===== src/design/dcc_defs.svh =====
/*
 * Offsets, field positions and reset values of the dual comparator
 * control block. Assumes inclusion by bare name from design files.
 */
`ifndef DCC_DEFS_SVH
`define DCC_DEFS_SVH
`define DCC_IDX_CONFIG 6'h1f
`define DCC_OFF_CONFIG {`DCC_IDX_CONFIG, 2'b00}
`define DCC_OFF_FLAGS 8'h30
`define DCC_OFF_ENABLES 8'h34
`define DCC_OFF_PORT 8'h38
`define DCC_OFF_DIR 8'h3c
`define DCC_BIT_CMP2_RESULT 7
`define DCC_BIT_CMP1_RESULT 6
`define DCC_BIT_CMP2_INVERT 5
`define DCC_BIT_CMP1_INVERT 4
`define DCC_BIT_INPUT_SWITCH 3
`define DCC_BIT_FLAG 6
`define DCC_BIT_CMP_ENABLE 6
`define DCC_BIT_PERIPH_ENABLE 1
`define DCC_BIT_GLOBAL_ENABLE 0
`define DCC_RST_CONFIG 6'h00
`define DCC_RST_DIR 5'h1f
`define DCC_RST_PORT 5'h00
`endif


===== src/design/dcc_pkg.sv =====
/*
 * Types of the dual comparator control block.
 * Assumes no other package.
 */
package dcc_pkg;
    typedef enum logic [2:0] {
        DCC_MODE_RESET = 3'h0,
        DCC_MODE_ONE_SWITCHED = 3'h1,
        DCC_MODE_FOUR_MUXED = 3'h2,
        DCC_MODE_TWO_COMMON = 3'h3,
        DCC_MODE_TWO_INDEP = 3'h4,
        DCC_MODE_ONE_INDEP = 3'h5,
        DCC_MODE_TWO_COMMON_OUT = 3'h6,
        DCC_MODE_OFF = 3'h7
    } dcc_mode_t;
    typedef enum {
        DCC_BUS_IDLE,
        DCC_BUS_RESP
    } dcc_bus_state_t;
endpackage


===== src/design/dcc_top.sv =====
/*
 * Dual comparator control: configuration, input and output routing selects,
 * result synchronisation, change flag and interrupt request, AXI4-Lite slave.
 * Assumes analog comparators outside deliver raw results on CMPx_RAW and
 * obey the input selects; REF_CLK runs at 250 MHz.
 */
// Function
// - Raw result high when plus above minus
// - Bits 5 and 4 invert results
// - Results read-only bits 7:6, reset zero
// - Bits 2:0 select one of eight modes
// - Mode 010 switch picks pins 3,2 or 0,1
// - Mode 010 plus inputs use reference
// - Modes 110, 001 route raw results out
// - Direction bits still gate pin drivers
// - Analog pins read zero in port data
// - Result differing from record sets flag
// - Flag bit 6; write zero clears, one sets
// - Request only with all three enables
// - Config read or write refreshes record
// - Persisting mismatch keeps setting flag
// - Change during config read still sets flag
// - Reset returns mode 000, comparators off
// - Comparators run in sleep, config kept
`include "dcc_defs.svh"
`timescale 1ns/1ps
`default_nettype none
module dcc_top (
    input wire logic REF_CLK,
    input wire logic RSTN,
    input wire logic CLK_EN,
    input wire logic [31:0] S_AXI_AWADDR,
    input wire logic S_AXI_AWVALID,
    output logic S_AXI_AWREADY,
    input wire logic [31:0] S_AXI_WDATA,
    input wire logic [3:0] S_AXI_WSTRB,
    input wire logic S_AXI_WVALID,
    output logic S_AXI_WREADY,
    output logic [1:0] S_AXI_BRESP,
    output logic S_AXI_BVALID,
    input wire logic S_AXI_BREADY,
    input wire logic [31:0] S_AXI_ARADDR,
    input wire logic S_AXI_ARVALID,
    output logic S_AXI_ARREADY,
    output logic [31:0] S_AXI_RDATA,
    output logic [1:0] S_AXI_RRESP,
    output logic S_AXI_RVALID,
    input wire logic S_AXI_RREADY,
    input wire logic CMP1_RAW,
    input wire logic CMP2_RAW,
    input wire logic [4:0] PORT_A_IN,
    output logic [4:0] PORT_A_OUT,
    output logic [4:0] PORT_A_OE_N,
    output logic [3:0] ANALOG_PIN_EN,
    output logic CMP1_MINUS_SEL,
    output logic CMP1_MINUS_PIN3,
    output logic CMP2_MINUS_PIN2,
    output logic CMPS_PLUS_VREF,
    output logic CMP1_POWER,
    output logic CMP2_POWER,
    output logic COMPARE_CHANGE_IRQ
);
    // ------------------------------------------------------------------
    // Register state
    // ------------------------------------------------------------------
    logic [5:0] config_reg, config_next;
    logic [4:0] dir_reg, dir_next, port_latch_reg, port_latch_next;
    logic flag_reg, flag_next, cmp_en_reg, cmp_en_next;
    logic periph_en_reg, periph_en_next, glob_en_reg, glob_en_next;
    logic [1:0] record_reg, record_next;
    logic [1:0] sync1_reg, sync2_reg;
    logic [4:0] pin_s1_reg, pin_s2_reg, pin_s3_reg, pin_val_reg, pin_val_next;
    dcc_pkg::dcc_bus_state_t wst_reg, wst_next, rst_reg, rst_next;
    logic [31:0] rdata_reg, rdata_next;
    logic [1:0] bresp_reg, bresp_next, rresp_reg, rresp_next;
    logic aw_got_reg, aw_got_next, w_got_reg, w_got_next;
    logic [7:0] awaddr_reg, awaddr_next;
    logic [31:0] wdata_reg, wdata_next;
    logic [3:0] wstrb_reg, wstrb_next;
    logic [4:0] pin_out_next, pin_oe_n_next;
    logic [3:0] analog_next;
    logic sel_next, pin3_next, pin2_next, vref_next, pw1_next, pw2_next;
    logic irq_reg, irq_next;

    // Decodes which of pins 0..4 are analog inputs in a mode.
    function automatic logic [4:0] analog_mask(input logic [2:0] m);
        unique case (dcc_pkg::dcc_mode_t'(m))
            dcc_pkg::DCC_MODE_RESET: analog_mask = 5'h0f;
            dcc_pkg::DCC_MODE_ONE_SWITCHED: analog_mask = 5'h0b;
            dcc_pkg::DCC_MODE_FOUR_MUXED: analog_mask = 5'h0f;
            dcc_pkg::DCC_MODE_TWO_COMMON: analog_mask = 5'h07;
            dcc_pkg::DCC_MODE_TWO_INDEP: analog_mask = 5'h0f;
            dcc_pkg::DCC_MODE_ONE_INDEP: analog_mask = 5'h03;
            dcc_pkg::DCC_MODE_TWO_COMMON_OUT: analog_mask = 5'h07;
            dcc_pkg::DCC_MODE_OFF: analog_mask = 5'h00;
        endcase
    endfunction

    // Synchronised, inverted results as software sees them.
    logic [1:0] result;
    logic [2:0] mode;
    logic [1:0] raw_inv;
    assign mode = config_reg[2:0];
    assign result = sync2_reg ^ config_reg[5:4];
    // Unsynchronised results for the pins, inverted like the status bits.
    assign raw_inv = {CMP2_RAW, CMP1_RAW} ^ config_reg[5:4];

    // ------------------------------------------------------------------
    // Bus slave and block logic
    // ------------------------------------------------------------------
    logic w_fire, r_fire, cfg_touch;
    logic [7:0] araddr;
    assign araddr = S_AXI_ARADDR[7:0];
    assign w_fire = aw_got_reg && w_got_reg && wst_reg == dcc_pkg::DCC_BUS_IDLE;
    assign r_fire = S_AXI_ARVALID && rst_reg == dcc_pkg::DCC_BUS_IDLE;

    // Computes next values of registers, bus and outputs.
    always_comb begin
        logic [7:0] wb;
        logic [4:0] mask;
        wb = wdata_reg[7:0];
        mask = analog_mask(mode);
        config_next = config_reg;
        dir_next = dir_reg;
        port_latch_next = port_latch_reg;
        flag_next = flag_reg;
        cmp_en_next = cmp_en_reg;
        periph_en_next = periph_en_reg;
        glob_en_next = glob_en_reg;
        record_next = record_reg;
        wst_next = wst_reg;
        rst_next = rst_reg;
        rdata_next = rdata_reg;
        bresp_next = bresp_reg;
        rresp_next = rresp_reg;
        aw_got_next = aw_got_reg;
        w_got_next = w_got_reg;
        awaddr_next = awaddr_reg;
        wdata_next = wdata_reg;
        wstrb_next = wstrb_reg;
        cfg_touch = 1'b0;
        // Address and data are latched independently, in either order.
        if (S_AXI_AWVALID && !aw_got_reg) begin
            aw_got_next = 1'b1;
            awaddr_next = S_AXI_AWADDR[7:0];
        end
        if (S_AXI_WVALID && !w_got_reg) begin
            w_got_next = 1'b1;
            wdata_next = S_AXI_WDATA;
            wstrb_next = S_AXI_WSTRB;
        end
        // A write with both halves present executes and answers.
        if (w_fire) begin
            aw_got_next = 1'b0;
            w_got_next = 1'b0;
            wst_next = dcc_pkg::DCC_BUS_RESP;
            bresp_next = 2'b00;
            if (wstrb_reg[0]) begin
                unique case (awaddr_reg)
                    `DCC_OFF_CONFIG: begin
                        config_next = wb[5:0];
                        cfg_touch = 1'b1;
                    end
                    `DCC_OFF_FLAGS: flag_next = wb[`DCC_BIT_FLAG];
                    `DCC_OFF_ENABLES: begin
                        cmp_en_next = wb[`DCC_BIT_CMP_ENABLE];
                        periph_en_next = wb[`DCC_BIT_PERIPH_ENABLE];
                        glob_en_next = wb[`DCC_BIT_GLOBAL_ENABLE];
                    end
                    `DCC_OFF_PORT: port_latch_next = wb[4:0];
                    `DCC_OFF_DIR: dir_next = wb[4:0];
                    default: bresp_next = 2'b10;
                endcase
            end else if (!(awaddr_reg inside {`DCC_OFF_CONFIG, `DCC_OFF_FLAGS,
                    `DCC_OFF_ENABLES, `DCC_OFF_PORT, `DCC_OFF_DIR})) begin
                bresp_next = 2'b10;
            end else if (awaddr_reg == `DCC_OFF_CONFIG) begin
                cfg_touch = 1'b1;
            end
        end
        if (wst_reg == dcc_pkg::DCC_BUS_RESP && S_AXI_BREADY) begin
            wst_next = dcc_pkg::DCC_BUS_IDLE;
        end
        // Reads; port data shows zero on analog pins.
        if (r_fire) begin
            rst_next = dcc_pkg::DCC_BUS_RESP;
            rresp_next = 2'b00;
            unique case (araddr)
                `DCC_OFF_CONFIG: begin
                    rdata_next = {24'h0, result, config_reg};
                    cfg_touch = 1'b1;
                end
                `DCC_OFF_FLAGS: rdata_next = {24'h0, 1'b0, flag_reg, 6'h0};
                `DCC_OFF_ENABLES: rdata_next = {24'h0, 1'b0, cmp_en_reg,
                    4'h0, periph_en_reg, glob_en_reg};
                `DCC_OFF_PORT: rdata_next = {27'h0, pin_val_reg & ~mask};
                `DCC_OFF_DIR: rdata_next = {27'h0, dir_reg};
                default: begin
                    rdata_next = 32'h0;
                    rresp_next = 2'b10;
                end
            endcase
        end
        if (rst_reg == dcc_pkg::DCC_BUS_RESP && S_AXI_RREADY) begin
            rst_next = dcc_pkg::DCC_BUS_IDLE;
        end
        // Any config access records the current results; the new record
        // is compared next cycle and the old one this cycle, so no change at that edge is missed.
        if (cfg_touch) begin
            record_next = result;
        end
        // Mismatch sets flag and wins over a software clear.
        if (record_reg != result) begin
            flag_next = 1'b1;
        end
        irq_next = flag_reg && cmp_en_reg && periph_en_reg && glob_en_reg;
        // Input and output routing from the mode and switch.
        sel_next = config_reg[`DCC_BIT_INPUT_SWITCH];
        pin3_next = (mode == 3'h1 || mode == 3'h2) && sel_next;
        pin2_next = mode == 3'h2 && sel_next;
        vref_next = mode == 3'h2;
        pw1_next = !(mode == 3'h0 || mode == 3'h7);
        pw2_next = pw1_next && mode != 3'h1 && mode != 3'h5;
        analog_next = mask[3:0];
        pin_out_next = port_latch_reg;
        if (mode == 3'h6 || mode == 3'h1) begin
            pin_out_next[4:3] = raw_inv;
        end
        pin_oe_n_next = dir_reg | mask;
        pin_val_next = pin_s3_reg;
        if (pin_s2_reg == pin_s3_reg) begin
            pin_val_next = pin_s3_reg;
        end else begin
            pin_val_next = pin_val_reg;
        end
    end

    // ------------------------------------------------------------------
    // Flip-flops; CLK_EN freezes everything, state kept across sleep
    // ------------------------------------------------------------------
    // Registers the state and outputs.
    always_ff @(posedge REF_CLK or negedge RSTN) begin
        if (!RSTN) begin
            config_reg <= `DCC_RST_CONFIG;
            dir_reg <= `DCC_RST_DIR;
            port_latch_reg <= `DCC_RST_PORT;
            {flag_reg, cmp_en_reg, periph_en_reg, glob_en_reg} <= 4'h0;
            record_reg <= 2'h0;
            sync1_reg <= 2'h0;
            sync2_reg <= 2'h0;
            pin_s1_reg <= 5'h0;
            pin_s2_reg <= 5'h0;
            pin_s3_reg <= 5'h0;
            pin_val_reg <= 5'h0;
            wst_reg <= dcc_pkg::DCC_BUS_IDLE;
            rst_reg <= dcc_pkg::DCC_BUS_IDLE;
            rdata_reg <= 32'h0;
            bresp_reg <= 2'h0;
            rresp_reg <= 2'h0;
            aw_got_reg <= 1'b0;
            w_got_reg <= 1'b0;
            awaddr_reg <= 8'h0;
            wdata_reg <= 32'h0;
            wstrb_reg <= 4'h0;
            irq_reg <= 1'b0;
            PORT_A_OUT <= 5'h0;
            PORT_A_OE_N <= 5'h1f;
            ANALOG_PIN_EN <= 4'hf;
            {CMP1_MINUS_SEL, CMP1_MINUS_PIN3, CMP2_MINUS_PIN2} <= 3'h0;
            {CMPS_PLUS_VREF, CMP1_POWER, CMP2_POWER} <= 3'h0;
        end else if (CLK_EN) begin
            config_reg <= config_next;
            dir_reg <= dir_next;
            port_latch_reg <= port_latch_next;
            flag_reg <= flag_next;
            cmp_en_reg <= cmp_en_next;
            periph_en_reg <= periph_en_next;
            glob_en_reg <= glob_en_next;
            record_reg <= record_next;
            sync1_reg <= {CMP2_RAW, CMP1_RAW};
            sync2_reg <= sync1_reg;
            pin_s1_reg <= PORT_A_IN;
            pin_s2_reg <= pin_s1_reg;
            pin_s3_reg <= pin_s2_reg;
            pin_val_reg <= pin_val_next;
            wst_reg <= wst_next;
            rst_reg <= rst_next;
            rdata_reg <= rdata_next;
            bresp_reg <= bresp_next;
            rresp_reg <= rresp_next;
            aw_got_reg <= aw_got_next;
            w_got_reg <= w_got_next;
            awaddr_reg <= awaddr_next;
            wdata_reg <= wdata_next;
            wstrb_reg <= wstrb_next;
            irq_reg <= irq_next;
            PORT_A_OUT <= pin_out_next;
            PORT_A_OE_N <= pin_oe_n_next;
            ANALOG_PIN_EN <= analog_next;
            CMP1_MINUS_SEL <= sel_next;
            CMP1_MINUS_PIN3 <= pin3_next;
            CMP2_MINUS_PIN2 <= pin2_next;
            CMPS_PLUS_VREF <= vref_next;
            CMP1_POWER <= pw1_next;
            CMP2_POWER <= pw2_next;
        end
    end

    // Bus handshake outputs, all from flip-flops.
    assign S_AXI_AWREADY = aw_got_reg;
    assign S_AXI_WREADY = w_got_reg;
    assign S_AXI_BVALID = wst_reg == dcc_pkg::DCC_BUS_RESP;
    assign S_AXI_BRESP = bresp_reg;
    assign S_AXI_ARREADY = rst_reg == dcc_pkg::DCC_BUS_IDLE;
    assign S_AXI_RVALID = rst_reg == dcc_pkg::DCC_BUS_RESP;
    assign S_AXI_RDATA = rdata_reg;
    assign S_AXI_RRESP = rresp_reg;
    assign COMPARE_CHANGE_IRQ = irq_reg;
endmodule // dcc_top
`default_nettype wire


===== config.mk =====
export PLATFORM = sky130hd
export DESIGN_NAME = dcc_top
export DESIGN_NICKNAME = d
export VERILOG_FILES = /design/src/design/dcc_pkg.sv /design/src/design/dcc_top.sv
export VERILOG_INCLUDE_DIRS = /design/src /design/src/design
export SDC_FILE = /design/constraint.sdc
export NUM_CORES = 1
export LEC_CHECK = 0
export ABC_CLOCK_PERIOD_IN_PS = 1600
export BUFFER_PORTS_ARGS = -buffer_cell sky130_fd_sc_hd__buf_2
export CORE_MARGIN = 2
export CORE_UTILIZATION = 44
export DETAILED_ROUTE_END_ITERATION = 16
export PLACE_DENSITY = 0.77
export SLEW_MARGIN = 10
export SYNTH_ARGS = -nofsm -noshare
export SYNTH_HDL_FRONTEND = slang
export SYNTH_SLANG_ARGS = --single-unit
export TNS_END_PERCENT = 10

===== constraint.sdc =====
create_clock -name REF_CLK -period 1.6 [get_ports REF_CLK]
set_input_delay 0.24 -clock REF_CLK [delete_from_list [all_inputs] [get_ports REF_CLK]]
set_output_delay 0.24 -clock REF_CLK [all_outputs]
set_load 0.02 [all_outputs]

==> results of run 1 <==
[critical path, cell delays in order (launching register included)]
cell      delay (ps)
dfrtp_2          410
and4b_2          370
nand4b_4         130
or3b_4           430
mux2_4           310
[what timing repair did]
item	CTS	global route
setup buffers	1	0
gates resized for setup	16	5
setup endpoints to repair	28	28
cloned	0	0
hold buffers	1	0
endpoints found under the hold margin	24	0
pin swaps	4	4
[power by group through the flow]
stage          Sequential, mW  Clock (mW)  Combinational (mW)
3_5_place_dp             3.28           0                1.34
3_3_place_gp             3.24           0                1.29
2_1_floorplan            3.27           0               0.825
6_report                 3.25        1.58                1.42
4_1_cts                  3.24        1.62                1.41
5_1_grt                  3.31        1.72                1.55
[per-layer routing]
layer,share of wire (%),GRT usage (%),vias to the layer above
li1,-,-,1378
met1,46,23.8,1484
met2,50,28.5,73
met3,3.3,3.07,11
met4,1.0,5.21,0
met5,0,0,-
[Yosys cell counts, types with 3 or more instances]
| master | n |
|---|---|
| dfrtp_1 | 83 |
| mux2_2 | 71 |
| buf_4 | 28 |
| nand2_1 | 23 |
| nor2_1 | 21 |
| dfstp_2 | 13 |
| clkbuf_1 | 12 |
| inv_1 | 11 |
| a21oi_1 | 8 |
| xor2_1 | 8 |
| o21ai_0 | 6 |
| a31oi_1 | 4 |
| mux2i_1 | 4 |
| nand3_1 | 4 |
| o31ai_1 | 4 |
| a22oi_1 | 3 |
| mux2_4 | 3 |
| nand4_1 | 3 |
[how the worst max path moves through the flow]
stage | slack (ps) | depth (start not counted) | to
floorplan | -170 | 5 | cmp_en_reg
global placement | -160 | 5 | record_reg[1]
detailed placement | -210 | 4 | pin_val_reg[4]
CTS | -150 | 4 | cmp_en_reg
global route | -190 | 6 | dir_reg[1]
finish | -150 | 4 | cmp_en_reg
[cells in the final DEF (no fill, tap or decap), types with 2 or more instances in the layout]
master,instances
dfrtp_1,82
buf_2,73
mux2_2,60
buf_4,30
conb_1,26
nand2_1,23
nor2_1,21
mux2_4,14
dfstp_2,13
inv_1,11
clkbuf_8,10
a21oi_1,8
xor2_1,7
o21ai_0,6
nand3_1,4
a31oi_1,4
o31ai_1,4
nand4_1,3
mux2i_1,3
a22oi_1,3
nor4_4,2
xnor2_1,2
nand4b_1,2
nand2b_1,2
xnor3_1,2
nor2b_1,2
nand3b_1,2
a22o_1,2
nor4b_1,2
a32oi_1,2
a221o_1,2
clkinv_2,2
buf_6,2
buf_12,2
[kinds of logic after synthesis]
family	Yosys count
AO/OA/AOI/OAI	38
multiplexers	78
XOR/XNOR	12
AND/OR/NAND/NOR	72
buffers and inverters	51
other	1
flip-flops	96
[area by class of cell]
cell class                      count  area (sq um)  area share (%)
Clock inverter                      5          56.3            1.05
Clock buffer                       11           141            2.64
Sequential cell                    96          2420            45.2
Timing Repair Buffer              108           663            12.4
Inverter                           11          41.3           0.771
Multi-Input combinational cell    226          1860            34.8
Tap cell                          133           166            3.11
[through the flow]
stage / instance area [sq um] / worst slack, ps / util [%] / hold slack, ps
6_report: 5350 / -147 / 55.0 / 105
3_5_place_dp: 5050 / -215 / 51.9 / 218
4_1_cts: 5330 / -147 / 54.8 / 94.5
5_1_grt: 5350 / -187 / 55.0 / 98.9
2_1_floorplan: 4510 / -174 / - / -55.6
3_3_place_gp: 5050 / -163 / 51.9 / 212
==> metrics list, run 1 <==
- The flow ran to the end, but the final reports show violations.
- Violated checks: setup timing
* Half-perimeter wire length after detailed placement: 6560 microns
- Post-synth top area share: 47.2%
- For the worst-skew pair, the clock arrives at the later sink with an insertion delay of 360 ps.
* Overall die width: 104 microns
- Number of ports placed on the die boundary: 177
- The worst hold path terminates at pin_s1_reg[2].
* Clock group share of total power: 25.3%
- The floorplan step defined a core boundary enclosing 9730 sq um.
- The cell area that synthesis handed to floorplanning was 4400 sq um.
- Remaining global-route overflow: 0
* Type of the worst setup path: reg2reg
- For this run, asynchronously set or reset flops after synthesis account for 100%.
- Placed Cells incl. Taps: 572
- Inserted Clock Buffers: 9
* Initial detailed-routing violation count: 107
- Counting distinct cell types in the post-synthesis netlist gives 47.
* Worst R2R Start: wst_reg[0]
* CTS tree: built
* Die Y-Extent: 104 microns
- The tool flagged a number of max-cap violations equal to 0.
* Area growth from synthesis to layout: 21.6%
- Overall fraction of global-route tracks in use: 17.4%
- Of the total synthesized cell area, the portion taken by AND, OR, NAND and NOR gates is 9.10%.
- Summing the areas of all fa, ha and maj instances in the mapped netlist gives 0% of the synthesized area.
- Clock-pin slew was measured on the worst setup and hold paths at 100 ps.
- Relative slew slack: 61.2%
* Antenna viol nets, final: 0
* Register share of total power: 51.9%
- The synthesized netlist devotes 6.00% of its cell area to compound gates.
- The internal portion of the total power is 4.40 mW.
- Type of the worst min-delay path: in2reg
- Across all layers, the routed design uses 2946 vias.
* Library cell used as clock root buffer: clkbuf_8
- Crit path setup slack, layout: -147 ps
- STA puts the critical path data required time at 1840 ps.
* Unrepaired setup endpoints after global routing: yes
- CP Launch Point: wst_reg[0]
- Yosys printed 0 warnings.
- Multiplexer cells account for 20.1% of the synthesized area.
- Largest family of logic cells by synthesized area: multiplexers
* Vias in the first global route: 2994
- Total power draw: 6.25 mW
- Summing the areas of all xor and xnor instances in the mapped netlist gives 3.01% of the synthesized area.
- Starting utilization of the core area: 45.2%
- In this run the worst path has a maximum fanout of 4.
* Fraction of layout cells with a size suffix above 1: 48.6%
- Largest net degree at the start of global routing: 51
- Cell taking the most area after synthesis: dfrtp_1
- Of the available clock period, the critical path in the final layout requires 109%.
* Maximum vdd drop: 0.697 mV
* Max H-tree Level: 3
* Number of optimization iterations in the first detailed-route pass: 4
- Total negative setup slack: -2120 ps
* Syn avg cell area: 12.6 sq um
* Min Clock Period, post-route: 1750 ps
- Yosys mapped a number of flops with a built-in enable equal to 0.
- Count of cells along the worst hold path: 2
* Switching power: 1.85 mW
- Die ar.: 10800 sq um
- The endpoint identified for the worst register-to-register timing path is cmp_en_reg.
- Main area contributors after synthesis: dfrtp_1, mux2_2, dfstp_2, buf_4, nand2_1
- Worst setup EP type: flip-flop
- Number of standard cells in the final layout excluding fillers: 590
* Number of cells on the worst reg-to-reg path: 4
- The count of buffers added on input and output ports is 74.
- Counting the fill cells in the layout gives 824.
* Startpoint type of the worst setup path: flip-flop
- Prevailing post-synth register cell: dfrtp_1
- Synthesis inferred 96 register bits.
- WL/cell: 15.3 microns
- On the final layout, the worst clock skew is 14.7 ps.
- Number of failing hold endpoints at the final stage: 0
* CTS sink cnt: 96
- In this run the most critical hold path is launched from PORT_A_IN[2].
* Global-route wire length before repair: 15100 microns
* Final Net Count: 567
- Power spread over the standard cell area amounts to 1170 nW/um^2.
- Final setup vio count: 27
- Timing would allow up to 572 MHz.
* Gate count of the mapped netlist: 348
- Of the total power, the share spent switching nets is 29.6%.
- The number of antenna violations at the first check in global routing is 0.
- DRC errors left: 0
* Maximum buffer depth of the clock tree: 2
- Combinational logic burns 22.8% of the power.
* Slew of the pin with the lowest slew margin: 581 ps
* Reg-to-reg setup timing slack: -150 ps
- Sequential elements use 55.0% of the synthesized area.
- 0 antenna diodes ended up in the layout.
* LEAKAGE: 2.62 nW
- Wires add up to 9000 microns.
* Final max-slew violation count: 0
* Signal arrival time at the worst endpoint: 1990 ps
* Weighted congestion reported at the end of routability-driven placement: 0.787
- Standard-cell row count: 36
- Via density per instance: 4.99
Power figures use the tool's default switching activity.
==> run 2: changes to the inputs <==
Settings changed: SETUP_SLACK_MARGIN set to 0.15.
==> metrics list, run 2 (synthesized netlist as in run 1, its figures left out) <==
* Result of the run: complete, but fails checks
- The final reports fail on setup timing.
* Post-route clock skew: 11.0 ps (-3.77 ps)
* Power per Cell Area: 1160 nW/um^2 (-0.29%)
- The overall power came to 6.26 mW (+0.19%).
* Required time worst endpoint: 1840 ps (about the same)
* Library cell used as clock root buffer: clkbuf_8
* Worst setup EP type: flip-flop
- The final routed wirelength across all metal layers came to 9060 microns (+0.63%).
- The number of nets in the finished design was 569 (+0.35%).
- The setup slack after layout was -148 ps (-0.971 ps).
- Relative to the synthesized area, the layout overhead comes to 22.2%.
- The final-report max-slew violation count came to 0 (unchanged).
- The DRC violation count after routing is 0 (unchanged).
* Die Y-Extent: 104 microns (unchanged)
- The maximum ir drop on the vdd rail is 0.697 mV (about the same).
- Combinational share of power: 22.9% (about the same)
- Reg-to-reg setup timing slack: -150 ps (about the same)
* Max H-tree Level: 3 (unchanged)
- The final antenna diode count is 0 (unchanged).
- Global-route wire length before repair: 15100 microns (unchanged)
- Vias in the first global route: 2994 (unchanged)
- Later-pin clock latency in the skew report: 350 ps (about the same)
- WL met1: 4090 microns (-1.5%)
- Via density per instance: 5.01 (+0.27%)
- The slew at the pin with the worst max-slew slack was 584 ps (+2.60 ps).
* Unrepaired setup endpoints after global routing: yes
* Weighted congestion reported at the end of routability-driven placement: 0.787 (unchanged)
- The startpoint identified for the worst register-to-register timing path is wst_reg[0].
- Switching fraction of total power: 29.6% (-0.031 points)
* Fraction of layout cells with a size suffix above 1: 49.2% (+0.66 points)
- In this run the worst setup path terminates at cmp_en_reg.
* Register share of total power: 51.8% (about the same)
- Die ar.: 10800 sq um (unchanged)
- DR WL met2: 4540 microns (+1.7%)
* Startpoint type of the worst setup path: flip-flop
* Number of cells on the worst reg-to-reg path: 4 (unchanged)
- DP Area: 5050 sq um (unchanged)
- Commonest non-fill, non-tap cell in the layout: dfrtp_1
- Util after Layout: 55.3% (+0.27 points)
- Switching power: 1.85 mW (about the same)
- CP Launch Point: wst_reg[0]
- The maximum count of clock buffers along a single path came to 2 (unchanged).
- The top fanout value on the critical path came to 4 (unchanged).
- The worst setup path is of the reg2reg kind.
- The clock-pin transition on the worst setup and hold timing paths is 100 ps (about the same).
- The number of CTS-inserted buffers was 9 (unchanged).
* Overall die width: 104 microns (unchanged)
* Top layer reached by signal wires: met4
* Remaining global-route overflow: 0 (unchanged)
- Number of ports placed on the die boundary: 177 (unchanged)
* LEAKAGE: 2.63 nW (+0.40%)
- Starting utilization of the core area: 45.2% (unchanged)
- The total number of vias is 2964 (+0.61%).
- Share of the cycle needed by the critical path after routing: 109% (about the same)
- The library cells used most frequently in the layout, excluding fill and tap cells, are dfrtp_1, buf_2, mux2_2.
- Standard-cell row count: 36 (unchanged)
- The total of max-cap violations came to 0 (unchanged).
- The number of clock sinks seen by CTS was 96 (unchanged).
- The number of violations reported at the end of detailed-routing iteration 0 was 110 (+2.8%).
* Signal arrival time at the worst endpoint: 1990 ps (about the same)
- The final-report hold violation count is 0 (unchanged).
- Min Clock Period, post-route: 1750 ps (+0.971 ps)
* Half-perimeter wire length after detailed placement: 6560 microns (unchanged)
- The largest net degree at the start of global routing was 51 (unchanged).
* Overall fraction of global-route tracks in use: 17.4% (unchanged)
- The worst max-slew margin expressed relative to the limit was 61.1% (-0.17 points).
- Antenna viol nets, final: 0 (unchanged)
- The detailed-route wire length per cell is 15.3 microns (+0.29%).
* Highest clock rate: 572 MHz (about the same)
* Type of the worst min-delay path: in2reg
- The design area came to 5380 sq um (+0.49%).
- Endpoint of the lowest-slack register-to-register path: cmp_en_reg
- The setup-violating endpoint count in the final report is 27 (unchanged).
- Number of optimization iterations in the first detailed-route pass: 4 (unchanged)
- TritonCTS built the clock tree.
* Initial antenna violation count: 0 (unchanged)
- Core region area: 9730 sq um (unchanged)
* Met3 Wirelength: 345 microns (+15%)
- The clock network fraction of design power is 25.2% (about the same).
- The internal power was 4.41 mW (+0.24%).
* Buffers on Ports: 74 (unchanged)
[run 2: per-stage QoR]
step / hold slack [ps] / TNS (ps) / worst slack [ps] / std cells
2_1_floorplan: -55.6 / -2130 / -174 / 373
4_1_cts: 94.5 / -2480 / -147 / 590
5_1_grt: 98.9 / -3380 / -187 / 592
3_3_place_gp: 212 / -3170 / -163 / 572
3_5_place_dp: 218 / -4210 / -215 / 572
6_report: 109 / -2160 / -148 / 592
[run 2: worst min path at each step]
stage	startpoint	end	slack, ps	cells past startpoint
after floorplan	RSTN	CMP1_MINUS_PIN3	-60	0
after global placement	RSTN	cmp_en_reg	210	1
after detailed placement	RSTN	cmp_en_reg	220	1
after CTS	PORT_A_IN[2]	pin_s1_reg[2]	90	2
after global routing	S_AXI_WDATA[5]	wdata_reg[5]	100	2
final	PORT_A_IN[2]	pin_s1_reg[2]	110	2
[run 2: power by group through the flow]
stage	combinational (mW)	clock, mW	sequential, mW
floorplan	0.825	0	3.27
global route	1.56	1.72	3.31
CTS	1.41	1.62	3.24
global placement	1.29	0	3.24
finish	1.44	1.58	3.25
detailed placement	1.34	0	3.28
[run 2: layout make-up]
type	instances	area (sq um)
clock buffers	11	141
clock inverters	5	56.3
fillers	821	4350
inverters	11	41.3
multi-input cells	226	1880
flip-flops and latches	96	2420
well taps	133	166
repair buffers	110	678
[run 2: layer usage]
metal	up-vias	global-route usage, %
li1	1382	-
met2	84	28.5
met3	9	3.07
met1	1489	23.8
met4	0	5.21
met5	-	0
[run 2: worst max-delay path, cell delays in order (launching register included)]
cell and delay [ps]:
dfrtp_2 410, and4b_2 370, nand4b_4 130, or3b_4 430, mux2_4 310
[run 2: what timing repair did]
item	4_1_cts	5_1_grt
gates cloned	0	0
pin swaps	4	4
setup buffers	1	2
hold buffers	1	0
setup endpoints to repair	28	30
hold endpoints to repair	24	0
gates resized for setup	16	7
